File: src/acr_map.svh
// Purpose: Address, field and constant map of the converter config bank
// Assumes: 16-bit serial frames, 5 address bits then 11 data bits
// Notes:   Definitions only
`ifndef ACR_MAP_SVH
`define ACR_MAP_SVH

// ----------------------------------------------------------------
// Serial frame
// ----------------------------------------------------------------
`define ACR_ADDR_W      5
`define ACR_DATA_W      11
`define ACR_FRAME_W     16
`define ACR_CNT_LAST    5'h0F
`define ACR_CNT_ZERO    5'h00

// ----------------------------------------------------------------
// Register addresses
// ----------------------------------------------------------------
`define ACR_REG_PWR     5'h00
`define ACR_REG_TIM     5'h04
`define ACR_REG_DDR     5'h09
`define ACR_REG_FMT     5'h0A
`define ACR_REG_ULO     5'h0B
`define ACR_REG_TRIM    5'h0C

// ----------------------------------------------------------------
// Field positions
// ----------------------------------------------------------------
`define ACR_B_SLEEP     0
`define ACR_B_CLKOFF    2
`define ACR_B_CLEAR     4
`define ACR_B_BIAS      5
`define ACR_B_STD       8
`define ACR_B_BOOST     9
`define ACR_B_BUFOFF    10
`define ACR_B_CLKDLY    8
`define ACR_B_EDGE      9
`define ACR_B_LAUNCH    10
`define ACR_B_ORDER     10
`define ACR_B_FMT       10
`define ACR_F_PAT       7:5
`define ACR_F_ULO       10:4
`define ACR_F_UHI       4:0
`define ACR_F_TRIM      10:8

// ----------------------------------------------------------------
// Values
// ----------------------------------------------------------------
`define ACR_WORD_ZERO   14'h0000
`define ACR_WORD_ONES   14'h3FFF
`define ACR_WORD_ONE    14'h0001
`define ACR_TOG_A       14'h2AAA
`define ACR_TOG_B       14'h1555
`define ACR_LANE_ZERO   7'h00
`define ACR_UPAD        2'h0

`endif

File: src/acr_pkg.sv
// Purpose: Types shared by the converter config bank
// Assumes: Encodings follow the pattern select field
// Notes:   Used only through acr_pkg::name
package acr_pkg;

  typedef enum logic [2:0] {
    ACR_PAT_ADC   = 3'h0,
    ACR_PAT_ZERO  = 3'h1,
    ACR_PAT_ONES  = 3'h2,
    ACR_PAT_TOG   = 3'h3,
    ACR_PAT_RAMP  = 3'h4,
    ACR_PAT_USER  = 3'h5
  } acr_pattern_t;

  typedef enum logic [1:0] {
    ACR_RX_IDLE,
    ACR_RX_SHIFT,
    ACR_RX_HOLD
  } acr_rx_state_t;

endpackage : acr_pkg

File: src/acr_serial_rx.sv
// Purpose: 3-wire serial write port, sampled by the system clock
// Assumes: Serial clock far slower than sys_clk; data taken at its fall
// Notes:   Write only; a frame cut short by the enable is dropped
`include "acr_map.svh"

module acr_serial_rx (
  input  wire logic                   sys_clk,
  input  wire logic                   reset_n,
  input  wire logic                   clk_en,
  input  wire logic                   ser_clk,
  input  wire logic                   ser_enable_n,
  input  wire logic                   ser_data,
  output logic                        wr_stb,
  output logic [`ACR_ADDR_W-1:0]      wr_addr,
  output logic [`ACR_DATA_W-1:0]      wr_data
);

  logic [2:0]                sclk_ff;
  logic [1:0]                sen_ff;
  logic [1:0]                sdat_ff;
  logic [`ACR_FRAME_W-1:0]   shift_ff;
  logic [4:0]                cnt_ff;
  logic                      stb_ff;
  acr_pkg::acr_rx_state_t    state_ff;
  acr_pkg::acr_rx_state_t    nxt_state;

  // ----------------------------------------------------------------
  // Synchronisers; stage 0 feeds only stage 1
  // ----------------------------------------------------------------
  always_ff @(posedge sys_clk or negedge reset_n) begin
    if (!reset_n) begin
      sclk_ff <= 3'h0;
      sen_ff  <= 2'h3;
      sdat_ff <= 2'h0;
    end else if (clk_en) begin
      sclk_ff <= {sclk_ff[1:0], ser_clk};
      sen_ff  <= {sen_ff[0], ser_enable_n};
      sdat_ff <= {sdat_ff[0], ser_data};
    end
  end

  wire sclk_fall = sclk_ff[2] & ~sclk_ff[1];
  wire frame_on  = ~sen_ff[1];
  wire take_bit  = (state_ff == acr_pkg::ACR_RX_SHIFT) & frame_on & sclk_fall;
  wire last_bit  = take_bit & (cnt_ff == `ACR_CNT_LAST);

  // ----------------------------------------------------------------
  // Frame sequencer
  // ----------------------------------------------------------------
  always_comb begin
    nxt_state = state_ff;
    unique case (state_ff)
      acr_pkg::ACR_RX_IDLE:  if (frame_on) nxt_state = acr_pkg::ACR_RX_SHIFT;
      acr_pkg::ACR_RX_SHIFT: begin
        if (!frame_on) nxt_state = acr_pkg::ACR_RX_IDLE;
        else if (last_bit) nxt_state = acr_pkg::ACR_RX_HOLD;
      end
      // Extra clocks after the 16th bit are ignored until the frame ends
      acr_pkg::ACR_RX_HOLD:  if (!frame_on) nxt_state = acr_pkg::ACR_RX_IDLE;
    endcase
  end

  always_ff @(posedge sys_clk or negedge reset_n) begin
    if (!reset_n) begin
      state_ff <= acr_pkg::ACR_RX_IDLE;
      cnt_ff   <= `ACR_CNT_ZERO;
      shift_ff <= '0;
      stb_ff   <= 1'b0;
    end else if (clk_en) begin
      state_ff <= nxt_state;
      stb_ff   <= last_bit;
      if (state_ff == acr_pkg::ACR_RX_IDLE) cnt_ff <= `ACR_CNT_ZERO;
      else if (take_bit) cnt_ff <= 5'(cnt_ff + 5'h01);
      if (take_bit) shift_ff <= {shift_ff[`ACR_FRAME_W-2:0], sdat_ff[1]};
    end
  end

  assign wr_stb  = stb_ff;
  assign wr_addr = shift_ff[`ACR_FRAME_W-1:`ACR_DATA_W];
  assign wr_data = shift_ff[`ACR_DATA_W-1:0];

endmodule : acr_serial_rx

File: src/acr_top.sv
// Purpose: Converter configuration bank with test patterns and DDR lanes
// Assumes: One sample per two sys_clk cycles; adc_sample is offset binary
// Notes:   Fields feed the analog and output stages as plain levels
//
// What this block does
// - One write updates every field of the addressed register together.
// - Sleep bit powers down only the converter core.
// - Clock buffer off bit tri-states only the output clock.
// - Soft clear bit resets all config registers, then reads as zero.
// - Bias source bit picks internal source at 0, external at 1.
// - Standard bit picks parallel CMOS at 0, DDR LVDS at 1.
// - Coarse boost bit gives 0 dB or 3.5 dB gain.
// - Buffers off bit disables data and clock output buffers.
// - Clock delay bit shifts the output clock by 400 ps.
// - Edge bit sets capture on rising (0) or falling (1) clock edge.
// - Launch shift bit delays data transitions by half a cycle.
// - Bit-wise order sends even bits on rise, odd bits on fall.
// - Byte-wise order sends low half on rise, high half on fall.
// - Pattern select gives converter data, all zeros or all ones.
// - Toggle pattern alternates 0x2AAA and 0x1555 each sample.
// - Ramp pattern counts up one code per sample.
// - User pattern drives the high and low user words joined.
// - Low user word holds the lower seven pattern bits.
// - High user word holds the upper five pattern bits.
// - Format bit picks two's complement at 0, offset binary at 1.
// - Fine trim field sets 0 to 6 dB gain in 1 dB steps.
`include "acr_map.svh"

module acr_top #(
  parameter bit BYTE_ORDER_POL = 1'b0
) (
  input  wire logic         sys_clk,
  input  wire logic         reset_n,
  input  wire logic         clk_en,
  input  wire logic         ser_clk,
  input  wire logic         ser_enable_n,
  input  wire logic         ser_data,
  input  wire logic [13:0]  adc_sample,
  output logic              converter_sleep,
  output logic              outclk_buffer_off,
  output logic              soft_clear,
  output logic              bias_source_sel,
  output logic              output_standard_sel,
  output logic              coarse_boost_sel,
  output logic              output_buffers_off,
  output logic              outclk_delay_sel,
  output logic              capture_edge_sel,
  output logic              sample_launch_shift,
  output logic              ddr_order_sel,
  output logic [2:0]        pattern_sel,
  output logic              code_format_sel,
  output logic [6:0]        user_word_lo,
  output logic [4:0]        user_word_hi,
  output logic [2:0]        trim_amplification,
  output logic [13:0]       output_word,
  output logic [6:0]        ddr_lane,
  output logic              output_clock_pos,
  output logic              output_clock_oe,
  output logic              data_oe
);

  // ----------------------------------------------------------------
  // Serial write port
  // ----------------------------------------------------------------
  logic                      wr_stb;
  logic [`ACR_ADDR_W-1:0]    wr_addr;
  logic [`ACR_DATA_W-1:0]    wr_data;

  acr_serial_rx u_rx (
    .sys_clk      (sys_clk),
    .reset_n      (reset_n),
    .clk_en       (clk_en),
    .ser_clk      (ser_clk),
    .ser_enable_n (ser_enable_n),
    .ser_data     (ser_data),
    .wr_stb       (wr_stb),
    .wr_addr      (wr_addr),
    .wr_data      (wr_data)
  );

  // ----------------------------------------------------------------
  // Helpers
  // ----------------------------------------------------------------
  function automatic logic [6:0] even_bits(input logic [13:0] w);
    logic [6:0] r;
    r = `ACR_LANE_ZERO;
    for (int i = 0; i < 7; i++) r[i] = w[2*i];
    return r;
  endfunction : even_bits

  function automatic logic [6:0] odd_bits(input logic [13:0] w);
    logic [6:0] r;
    r = `ACR_LANE_ZERO;
    for (int i = 0; i < 7; i++) r[i] = w[2*i+1];
    return r;
  endfunction : odd_bits

  // ----------------------------------------------------------------
  // Address decode
  // ----------------------------------------------------------------
  // Undefined bit positions are never stored, so stray ones do no harm
  wire wr_pwr  = wr_stb & (wr_addr == `ACR_REG_PWR);
  wire wr_tim  = wr_stb & (wr_addr == `ACR_REG_TIM);
  wire wr_ddr  = wr_stb & (wr_addr == `ACR_REG_DDR);
  wire wr_fmt  = wr_stb & (wr_addr == `ACR_REG_FMT);
  wire wr_ulo  = wr_stb & (wr_addr == `ACR_REG_ULO);
  wire wr_trim = wr_stb & (wr_addr == `ACR_REG_TRIM);
  wire do_clear = wr_pwr & wr_data[`ACR_B_CLEAR];

  // ----------------------------------------------------------------
  // Configuration registers
  // ----------------------------------------------------------------
  logic        sleep_ff, clkoff_ff, clear_ff, bias_ff, std_ff, boost_ff;
  logic        bufoff_ff, clkdly_ff, edge_ff, launch_ff, order_ff, fmt_ff;
  logic [2:0]  pat_ff, trim_ff;
  logic [6:0]  ulo_ff;
  logic [4:0]  uhi_ff;

  always_ff @(posedge sys_clk or negedge reset_n) begin
    if (!reset_n) begin
      {sleep_ff, clkoff_ff, bias_ff, std_ff, boost_ff, bufoff_ff} <= '0;
      {clkdly_ff, edge_ff, launch_ff, order_ff, fmt_ff} <= '0;
      {pat_ff, trim_ff, ulo_ff, uhi_ff} <= '0;
      clear_ff <= 1'b0;
    end else if (clk_en) begin
      // Pulses for one cycle only, so the bit always reads back clear
      clear_ff <= do_clear;
      if (do_clear) begin
        {sleep_ff, clkoff_ff, bias_ff, std_ff, boost_ff, bufoff_ff} <= '0;
        {clkdly_ff, edge_ff, launch_ff, order_ff, fmt_ff} <= '0;
        {pat_ff, trim_ff, ulo_ff, uhi_ff} <= '0;
      end else begin
        if (wr_pwr) begin
          sleep_ff  <= wr_data[`ACR_B_SLEEP];
          clkoff_ff <= wr_data[`ACR_B_CLKOFF];
          bias_ff   <= wr_data[`ACR_B_BIAS];
          std_ff    <= wr_data[`ACR_B_STD];
          boost_ff  <= wr_data[`ACR_B_BOOST];
          bufoff_ff <= wr_data[`ACR_B_BUFOFF];
        end
        if (wr_tim) begin
          clkdly_ff <= wr_data[`ACR_B_CLKDLY];
          edge_ff   <= wr_data[`ACR_B_EDGE];
          launch_ff <= wr_data[`ACR_B_LAUNCH];
        end
        if (wr_ddr) order_ff <= wr_data[`ACR_B_ORDER];
        if (wr_fmt) begin
          fmt_ff <= wr_data[`ACR_B_FMT];
          pat_ff <= wr_data[`ACR_F_PAT];
        end
        if (wr_ulo) ulo_ff <= wr_data[`ACR_F_ULO];
        if (wr_trim) begin
          uhi_ff  <= wr_data[`ACR_F_UHI];
          // The eighth code is passed on as written; software avoids it
          trim_ff <= wr_data[`ACR_F_TRIM];
        end
      end
    end
  end

  // ----------------------------------------------------------------
  // Test pattern generator
  // ----------------------------------------------------------------
  logic        phase_ff, ramp_on_ff, oclk_ff, ocoe_ff, doe_ff;
  logic [13:0] word_ff;
  logic [6:0]  lane_ff;
  logic [13:0] nxt_word;

  // Launch shift moves the load to the other half of the sample period
  wire        word_load  = (phase_ff == launch_ff);
  wire        bitwise    = ~(order_ff ^ BYTE_ORDER_POL);
  wire [13:0] adc_coded  = fmt_ff ? adc_sample
                                  : {~adc_sample[13], adc_sample[12:0]};
  wire [13:0] user_word  = {`ACR_UPAD, uhi_ff, ulo_ff};
  wire [13:0] tog_next   = (word_ff == `ACR_TOG_A) ? `ACR_TOG_B
                                                   : `ACR_TOG_A;
  // 14-bit add wraps from the top code back to zero
  wire [13:0] ramp_next  = ramp_on_ff ? 14'(word_ff + `ACR_WORD_ONE)
                                      : `ACR_WORD_ZERO;
  wire [6:0]  rise_half  = bitwise ? even_bits(word_ff) : word_ff[6:0];
  wire [6:0]  fall_half  = bitwise ? odd_bits(word_ff) : word_ff[13:7];
  // Rise half leaves on the edge after a load, fall half on the next load
  // edge, so both halves come from one word; launch shift slides the pair
  wire [6:0]  nxt_lane   = !std_ff ? `ACR_LANE_ZERO
                         : word_load ? fall_half : rise_half;
  wire        nxt_oclk   = phase_ff ^ edge_ff;

  always_comb begin
    nxt_word = `ACR_WORD_ZERO;
    unique case (pat_ff)
      acr_pkg::ACR_PAT_ADC:  nxt_word = adc_coded;
      acr_pkg::ACR_PAT_ZERO: nxt_word = `ACR_WORD_ZERO;
      acr_pkg::ACR_PAT_ONES: nxt_word = `ACR_WORD_ONES;
      acr_pkg::ACR_PAT_TOG:  nxt_word = tog_next;
      acr_pkg::ACR_PAT_RAMP: nxt_word = ramp_next;
      acr_pkg::ACR_PAT_USER: nxt_word = user_word;
      // Unused codes give a quiet all-zero word
      default:               nxt_word = `ACR_WORD_ZERO;
    endcase
  end

  // ----------------------------------------------------------------
  // Output stage
  // ----------------------------------------------------------------
  always_ff @(posedge sys_clk or negedge reset_n) begin
    if (!reset_n) begin
      phase_ff   <= 1'b0;
      ramp_on_ff <= 1'b0;
      word_ff    <= `ACR_WORD_ZERO;
      lane_ff    <= `ACR_LANE_ZERO;
      oclk_ff    <= 1'b0;
      ocoe_ff    <= 1'b0;
      doe_ff     <= 1'b0;
    end else if (clk_en) begin
      phase_ff <= ~phase_ff;
      if (word_load) begin
        word_ff    <= nxt_word;
        ramp_on_ff <= (pat_ff == acr_pkg::ACR_PAT_RAMP) & ~do_clear;
      end
      lane_ff <= nxt_lane;
      oclk_ff <= nxt_oclk;
      ocoe_ff <= ~(clkoff_ff | bufoff_ff);
      doe_ff  <= ~bufoff_ff;
    end
  end

  assign converter_sleep     = sleep_ff;
  assign outclk_buffer_off   = clkoff_ff;
  assign soft_clear          = clear_ff;
  assign bias_source_sel     = bias_ff;
  assign output_standard_sel = std_ff;
  assign coarse_boost_sel    = boost_ff;
  assign output_buffers_off  = bufoff_ff;
  assign outclk_delay_sel    = clkdly_ff;
  assign capture_edge_sel    = edge_ff;
  assign sample_launch_shift = launch_ff;
  assign ddr_order_sel       = order_ff;
  assign pattern_sel         = pat_ff;
  assign code_format_sel     = fmt_ff;
  assign user_word_lo        = ulo_ff;
  assign user_word_hi        = uhi_ff;
  assign trim_amplification  = trim_ff;
  assign output_word         = word_ff;
  assign ddr_lane            = lane_ff;
  assign output_clock_pos    = oclk_ff;
  assign output_clock_oe     = ocoe_ff;
  assign data_oe             = doe_ff;
endmodule : acr_top

File: config.mk
export PLATFORM = sky130hd
export DESIGN_NAME = acr_top
export DESIGN_NICKNAME = d
export VERILOG_FILES = /design/src/acr_pkg.sv /design/src/acr_serial_rx.sv /design/src/acr_top.sv
export VERILOG_INCLUDE_DIRS = /design/src
export SDC_FILE = /design/constraint.sdc
export NUM_CORES = 1
export LEC_CHECK = 0
export BUFFER_PORTS_ARGS = -buffer_cell sky130_fd_sc_hd__buf_2
export CELL_PAD_IN_SITES_DETAIL_PLACEMENT = 0
export CELL_PAD_IN_SITES_GLOBAL_PLACEMENT = 1
export CORE_MARGIN = 10
export CORE_UTILIZATION = 49
export CTS_BUF_LIST = sky130_fd_sc_hd__clkbuf_4
export DETAILED_ROUTE_END_ITERATION = 7
export HOLD_SLACK_MARGIN = 0.05
export PLACE_DENSITY = 0.84
export SLEW_MARGIN = 20
export SYNTH_ARGS = -nofsm -noshare
export SYNTH_HDL_FRONTEND = slang
export SYNTH_SLANG_ARGS = --single-unit
File: constraint.sdc
create_clock -name sys_clk -period 5.15 [get_ports sys_clk]
set_clock_uncertainty 0.1 [all_clocks]
set_input_delay 0.2575 -clock sys_clk [delete_from_list [all_inputs] [get_ports sys_clk]]
set_output_delay 0.2575 -clock sys_clk [all_outputs]
set_load 0.01 [all_outputs]
Word level (Yosys, flattened, before mapping)
Cells that the tools add are included.

cells by class
  $add $sub $neg = 2
  eq/ne operators = 17
  multiplexer cells = 45
  bitwise logic cells = 21
  reduce and logical (&&, ||, !) cells = 20

operator list
  kind                     count
  $pmux W14 S5             1
  $mux W14                 3
  $mux W7                  5
  $eq A5 B4 Y1 const B     5
  $mux W1                  22
  $mux W5                  4
  $reduce_and A2 Y1        9
  $add A14 B1 Y14 const B  1
  $eq A14 B14 Y1 const B   1
  $reduce_bool A2 Y1       7
  $and A1 B1 Y1            12
  $mux W3                  4
  $mux W2                  4
  $not A1 Y1               7
  $eq A3 B2 Y1 const B     2
  $eq A3 B3 Y1 const B     2
  $mux W6                  1
  $pmux W2 S3              1
  $add A5 B1 Y5 const B    1
  $eq A5 B3 Y1 const B     1
  $logic_not A5 Y1         1
  $reduce_and A4 Y1        1
  $logic_not A3 Y1         1
  $ne A3 B1 Y1 const B     1
  other kinds (8)          8

word-level totals
  register bits after elaboration = 87
  output and inout port bits = 54

Longest topological paths before layout
Gate-level depths: netlist of the first run.

  depth after elaboration = 7
  mapped depth = 7
  gate-level depth less buffers = 7

Hierarchy
From an unflattened synthesis of the first run, not the netlist that was laid out.

second synthesis, totals
  cell total of the unflattened synthesis = 426
  area, all modules = 4,486.8 µm²

modules (own cells, without submodules)
  module         instances  cells each  area an instance (µm²)  sequential area each (µm²)
  acr_top        1          326         3,046.7                 1,401.3
  acr_serial_rx  1          100         1,440.1                 778.2

Worst setup path after synthesis of the first run
OpenSTA, ideal clock, no wires.

  kind = register -> register
  from = register word_ff[2], in the netlist output_word[2]
  to = register word_ff[6], in the netlist output_word[6]
  setup time = 104 ps
  arrival time = 2,013 ps
  setup slack = 2,933 ps
  cell stages (with the launch flop) = 7
  path through = dfrtp_1 > buf_6 > or4b_4 > or4_4 > a21oi_4 > o21ai_1 > o311ai_1

on the way
  word-level cells in the longest chain between the ends = 3
  elaborated cells between the ends (all ways) = 5
  those cells by class = add/sub (1); eq/ne (1); mux (3)

ends and longest elaborated chain
  what                                                                line            source
  start, declared                                                     acr_top.sv:165  logic [13:0] word_ff;
  start signal, assigned                                              acr_top.sv:209  word_ff <= `ACR_WORD_ZERO;
  start signal, assigned                                              acr_top.sv:217  word_ff <= nxt_word;
  $add A14 B1 Y14 (no source line) or $eq A14 B14 Y1 (tied branches)  n/a
  $mux W14 (no source line)                                           n/a
  $pmux W14 S5 *                                                      acr_top.sv:190  unique case (pat_ff)

Mark *: on every way between the ends. The rest lies on a longest branch, timed or not.
A chain may end at the register's enable or synchronous reset.

Worst setup path in the final report of the first run
  from = register launch_ff, in the netlist sample_launch_shift
  to = register word_ff[7], in the netlist output_word[7]

on the way
  word-level cells in the longest chain between the ends = 2

ends and longest elaborated chain
  what                                line            source
  start, declared                     acr_top.sv:114  logic bufoff_ff, clkdly_ff, edge_ff, launch_ff, order_ff, fmt_ff;
  start signal, assigned              acr_top.sv:144  launch_ff <= wr_data[`ACR_B_LAUNCH];
  $eq A1 B1 Y1                        acr_top.sv:170  wire word_load = (phase_ff == launch_ff);
  $reduce_and A2 Y1 (no source line)  n/a

Every way passes these cells.

==> summary.json, run 1 <==
{
  "number_of_clock_buffers_inserted_by_tritoncts": 9,
  "r2r_start": "sample_launch_shift",
  "max_cap_violations": 0,
  "via_count": 3464,
  "report.final.slew_viol_count": 0,
  "clockRootBuffer": "clkbuf_4",
  "detail_route.vias_per_cell": 5.90,
  "fillers": 809,
  "synthesis_warnings": 0,
  "synth.largest_area_cell": "dfrtp_1",
  "grt_setup_unrepaired": "no",
  "final_cycle_share": 0.511,
  "wirelength_um": 11200,
  "multiInputGateArea_um2": 1980,
  "timing.max_slew.rel_slack": 0.405,
  "grt_overflow_total": 0,
  "asr_flop_ratio_synth": 1.00,
  "tightestPinTransition_ns": 0.887,
  "post_route_cells_drive_above_1_share": 0.276,
  "reg2reg_slack_ns": 2.52,
  "hold_viol": 0,
  "antenna_cells_inserted": 0,
  "whs_ns": 0.102,
  "insertion_delay_ns": 0.43,
  "grt_pass1_vias": 3404,
  "cts_tree": "done",
  "finish.net_count": 501,
  "worst-path-max-fanout": 19,
  "synth.avg_cell_area_um2": 10.8,
  "yosys.cell_types.count": 60,
  "finalSetupViolations": 0,
  "io_pins": 74,
  "chipWidth_um": 114,
  "synth_area_leaders": "dfrtp_1 (49%), mux2_2 (6.7%), a22o_1 (4.6%)",
  "outcome": "finished, final reports clean",
  "detail-route-antenna-nets": 0,
  "synth_seq_cells": 87,
  "power_density_nw_per_um2": 378,
  "ys_dominant_reg_cell": "dfrtp_1",
  "power.internal_mw": 1.23,
  "worstPathBufferInverterCount": 0,
  "cts.sink_count": 87,
  "p_comb_frac": 0.235,
  "crit_arrival_ns": 2.92,
  "timing.critical_path.from_type": "register",
  "port-buffer-count": 73,
  "worstSetupPathType": "reg -> reg",
  "maximum_number_of_pins_on_one_net_before_global_route_repair": 71,
  "seq_area_frac_synth": 0.499,
  "synth_commonest_cells": "dfrtp_1 (85), nand2_1 (40), o21ai_0 (35)",
  "share_seq_of_total_power": 0.503,
  "critPathCaptureType": "register",
  "grt_first_pass_wirelength_um": 18100,
  "fin_crit_ns": 2.63,
  "clk_path_buf_depth": 2,
  "cellLeakagePower_nw": 2.37,
  "power.share.switching": 0.345,
  "cp.required_ns": 5.43,
  "p_clk_frac": 0.262,
  "drt_pre_antenna_iters": 7,
  "floorplan.initialDensity": 0.503,
  "switching_power_uw": 649,
  "reg2reg_end": "output_word[7]",
  "synthCells": 404,
  "cts_max_level": 3,
  "yosysMostFrequentCell": "dfrtp_1",
  "drc": 0,
  "detail_route.wl_per_cell_um": 19.0,
  "placement_rows": 34,
  "number_of_synthesized_flops_with_an_enable_pin": 0,
  "fp.coreArea_um2": 8680,
  "peakVddDrop_v": 0.000194,
  "path_cells": "xnor2_2 -> nand2_2 -> a211oi_1 -> o21ai_0 -> nand2_1",
  "holdCritPathClass": "in -> async",
  "register_area_um2": 2180,
  "detailedRoute.firstIterationViolations": 182,
  "slowest_delay_ns": 0.84,
  "grt_antenna_before_repair": 0,
  "area.growth.synth_to_final_pct": 13.9,
  "critical-path-top-delay-family": "compound AO/OA/AOI/OAI gates",
  "worst-r2r-cell-count": 5,
  "syn_nets": 431,
  "fp.dieArea_um2": 13100,
  "crit_path_top_delay_cell": "a211oi_1",
  "post_synth_instance_area_um2": 4370,
  "track_usage": 0.171,
  "post-synth-top-area-fraction": 0.487,
  "placed_wire_length_estimate_after_detailed_placement_um": 7980,
  "clock.fmax_ghz": 0.380,
  "clkSlewWorstSetupHoldPaths_ns": 0.15,
  "totalNegativeSetupSlack_ns": 0,
  "place_congestion": 0.894,
  "chipHeight_um": 114
}
registers in the layout (all words and copies together) (netlist names), 2 cells and up:
register	cells
ddr_lane	7
output_word	14
pattern_sel	3
trim_amplification	3
u_rx.cnt_ff	5
u_rx.sclk_ff	3
u_rx.sdat_ff	2
u_rx.sen_ff	2
u_rx.shift_ff	16
u_rx.state_ff	2
user_word_hi	5
user_word_lo	7
cell families after synthesis:
group / count (synthesis) / synth area share
AO/OA/AOI/OAI: 109 / 0.171
AND/OR/NAND/NOR: 119 / 0.137
multiplexers: 36 / 0.106
XOR/XNOR: 9 / 0.0198
flip-flops: 87 / 0.499
buffers and inverters: 37 / 0.0470
adder cells (fa/ha/maj): 7 / 0.0201
routing by layer:
metal | track usage | wire, µm
met3 | 0.0435 | 653
met2 | 0.266 | 5470
met5 | 0 | 0
met4 | 0.0501 | 174
met1 | 0.231 | 4880
metrics by stage:
stage / instances / instance area [µm²] / worst slack, ns / total power [mW] / util
floorplan: 404 / 4370 / 2.93 / 1.25 / -
finish: 587 / 4970 / 2.52 / 1.88 / 0.573
global placement: 566 / 4740 / 2.62 / 1.38 / 0.546
detailed placement: 566 / 4740 / 2.54 / 1.40 / 0.546
CTS: 587 / 4970 / 2.53 / 1.89 / 0.573
global route: 587 / 4970 / 2.24 / 1.99 / 0.573
layout by cell type (no fill, tap or decap), drive strengths merged, types with 13 or more instances in the layout:
cell   synthesis  routed
a22o          23      23
a22oi         13      13
buf            3      74
dfrtp         85      85
inv           17      18
mux2          26      26
nand2         41      41
nor2          27      27
o21ai         39      39
worst max path at each step:
| stage | from | endpoint | cells after the start |
|---|---|---|---|
| after floorplan | output_word[2] | output_word[6] | 6 |
| after global placement | clk_en | trim_amplification[2] | 6 |
| after detailed placement | clk_en | trim_amplification[2] | 6 |
| after CTS | sample_launch_shift | output_word[6] | 5 |
| after global routing | sample_launch_shift | output_word[7] | 5 |
| final | sample_launch_shift | output_word[7] | 5 |
final cells by class:
cell class	instances	share of cell area
repair buffers	79	0.0855
well taps	108	0.0272
clock buffers	9	0.0136
inverters	17	0.0128
multi-input cells	280	0.399
clock inverters	7	0.0239
flip-flops and latches	87	0.438
power by group through the flow:
stage / Combinational, mW / Sequential, mW / Clock, mW
floorplan: 0.357 / 0.894 / 0
global placement: 0.433 / 0.949 / 0
detailed placement: 0.442 / 0.954 / 0
CTS: 0.448 / 0.941 / 0.500
global route: 0.498 / 0.963 / 0.528
finish: 0.442 / 0.945 / 0.492
timing repair:
| item | CTS | global route |
|---|---|---|
| setup buffers | 0 | 0 |
| resized for setup | 0 | 0 |
| hold buffers | 5 | 0 |
| hold endpoints to repair | 21 | 0 |
No activity file was read; power rests on OpenSTA's default activity.
==> inputs of run 2 (changes only) <==
CORE_UTILIZATION = 46   (was 49)
PLACE_DENSITY = 0.8   (was 0.84)
clock period = 2.6 ns   (was 5.15 ns; I/O delays follow)
==> run 2 against run 1 <==
Clock power up 43%; global-route usage down 0.54 points; total power up 87%; worst hold slack worse by 0.030 ns; sequential cell count unchanged; clock-buffer cell count unchanged; wire length up 2.3%; final cell count up 6.8%; first-iteration DRC count down 10%.
==> summary.json, run 2 (synthesis results as in run 1) <==
{
  "number_of_clock_buffers_inserted_by_tritoncts": 9,
  "antenna_cells_inserted": 0,
  "gr-usage-met3": 0.0408,
  "path_cells": "or4b_4 -> or4_4 -> a21oi_4 -> o21ai_1 -> o311ai_1",
  "r2r_start": "output_word[6]",
  "grt_overflow_total": 0,
  "detailedRoute.firstIterationViolations": 163,
  "fin_crit_ns": 2.29,
  "report.final.slew_viol_count": 0,
  "holdCritPathClass": "in -> reg",
  "grt_setup_unrepaired": "no",
  "globalRouteMet2Util": 0.265,
  "track_usage": 0.166,
  "place_congestion": 0.907,
  "critPathCaptureType": "register",
  "totalNegativeSetupSlack_ns": 0,
  "multiInputGateArea_um2": 1980,
  "final_cycle_share": 0.883,
  "grt-busiest-layer": "met2",
  "drt_pre_antenna_iters": 4,
  "detail_route.wl_per_cell_um": 18.2,
  "critical-path-top-delay-family": "simple AND/OR/NAND/NOR gates",
  "post_route_cells_drive_above_1_share": 0.289,
  "worstSetupPathType": "reg -> reg",
  "reg2reg_slack_ns": 0.31,
  "crit_path_top_delay_cell": "or4b_4",
  "crit_arrival_ns": 2.53,
  "placement_rows": 35,
  "worst-path-max-fanout": 8,
  "endpoint_of_the_worst_hold_timing_path": "output_word[0]",
  "reg2reg_end": "output_word[6]",
  "grt_first_pass_wirelength_um": 19100,
  "power_density_nw_per_um2": 688,
  "cts.repair_timing.setup_buffer_count": 0,
  "fillers": 857,
  "cts_resized": 0,
  "placed_wire_length_estimate_after_detailed_placement_um": 8350,
  "grt_util_met1": 0.211,
  "peakVddDrop_v": 0.000339,
  "largest_register_by_flop_count": "u_rx.shift_ff",
  "fp.dieArea_um2": 13800,
  "outcome": "finished, final reports clean",
  "tightestPinTransition_ns": 0.672,
  "area.growth.synth_to_final_pct": 16.9,
  "wirelength_um": 11400,
  "cp.required_ns": 2.84,
  "hold_viol": 0,
  "maximum_number_of_pins_on_one_net_before_global_route_repair": 86,
  "detail-route-antenna-nets": 0,
  "finish.net_count": 520,
  "clkSlewWorstSetupHoldPaths_ns": 0.15,
  "slowest_delay_ns": 0.57,
  "largest_register_ffs": 16,
  "port-buffer-count": 73,
  "fp.coreArea_um2": 9240,
  "layout.cell_area.non_filler_um2": 5110,
  "timing.max_slew.rel_slack": 0.550,
  "timing.hold.worst_path_depth": 5,
  "dpl-instance-area_um2": 4870,
  "detail_route.vias_per_cell": 5.60,
  "grt_pass1_vias": 3665,
  "drc": 0,
  "finalSetupViolations": 0,
  "floorplan.initialDensity": 0.473,
  "timing.critical_path.from_type": "register",
  "worstPathBufferInverterCount": 0,
  "chipHeight_um": 117,
  "cts_max_level": 3,
  "grt_antenna_before_repair": 0,
  "max_cap_violations": 0,
  "chipWidth_um": 117,
  "worst-r2r-cell-count": 5,
  "cts_hold_repair.buffers": 12,
  "cellLeakagePower_nw": 2.43,
  "final_common_cell": "dfrtp_1",
  "register_area_um2": 2180,
  "hold_path_startpoint": "adc_sample[0]",
  "clock.fmax_ghz": 0.436,
  "finished_core_util": 0.553,
  "cts.sink_count": 87,
  "insertion_delay_ns": 0.44,
  "io_pins": 74,
  "via_count": 3514,
  "clk_path_buf_depth": 2,
  "clockRootBuffer": "clkbuf_4",
  "most-common-layout-cells": "dfrtp_1 (85), buf_2 (72), nand2_1 (40)",
  "cts_tree": "done"
}
run 2: changes by cell type in the layout (fill, tap and decap cells not counted), sizes merged:
cell	delta
buf	+12
clkinvlp	+1
dlygate4sd3	+7
inv	+2
bufinv	-3
run 2: tightest hold or removal path, stage by stage:
cell     delay [ns]
buf_2          0.07
a22oi_1        0.06
o22ai_1        0.16
o21ai_0        0.11
nand2_1        0.06
run 2: worst max path at each step:
stage / start / to / slack (ns) / cells past startpoint
CTS: output_word[6] / output_word[6] / 0.32 / 5
global route: output_word[6] / output_word[11] / 0.24 / 5
global placement: output_word[6] / output_word[6] / 0.39 / 5
floorplan: output_word[2] / output_word[6] / 0.38 / 6
finish: output_word[6] / output_word[6] / 0.31 / 5
detailed placement: output_word[6] / output_word[6] / 0.36 / 5
run 2: area by class of cell:
cell class | instances | share of cell area
flip-flops and latches | 87 | 0.427
multi-input cells | 280 | 0.388
repair buffers | 98 | 0.117
well taps | 129 | 0.0316
clock buffers | 9 | 0.0132
inverters | 17 | 0.0125
clock inverters | 7 | 0.0105
run 2: per-layer routing:
metal / share of wire / vias up
li1: - / 1650
met1: 0.45 / 1741
met2: 0.47 / 103
met3: 0.059 / 20
met4: 0.024 / 0
met5: 0 / -
run 2: metrics by stage:
step	hold slack, ns	worst slack, ns	power, mW	cells
final	0.0719	0.305	3.51	627
after global routing	0.0754	0.241	3.76	627
after CTS	0.0501	0.324	3.55	627
after detailed placement	-0.169	0.356	2.83	599
after global placement	-0.173	0.391	2.81	599
after floorplan	-0.266	0.383	2.48	404
run 2: power by group:
group / internal [mW] / switching [mW] / total [mW]
Clock: 0.205 / 0.498 / 0.703
Combinational: 0.478 / 0.518 / 0.996
Sequential: 1.52 / 0.292 / 1.82
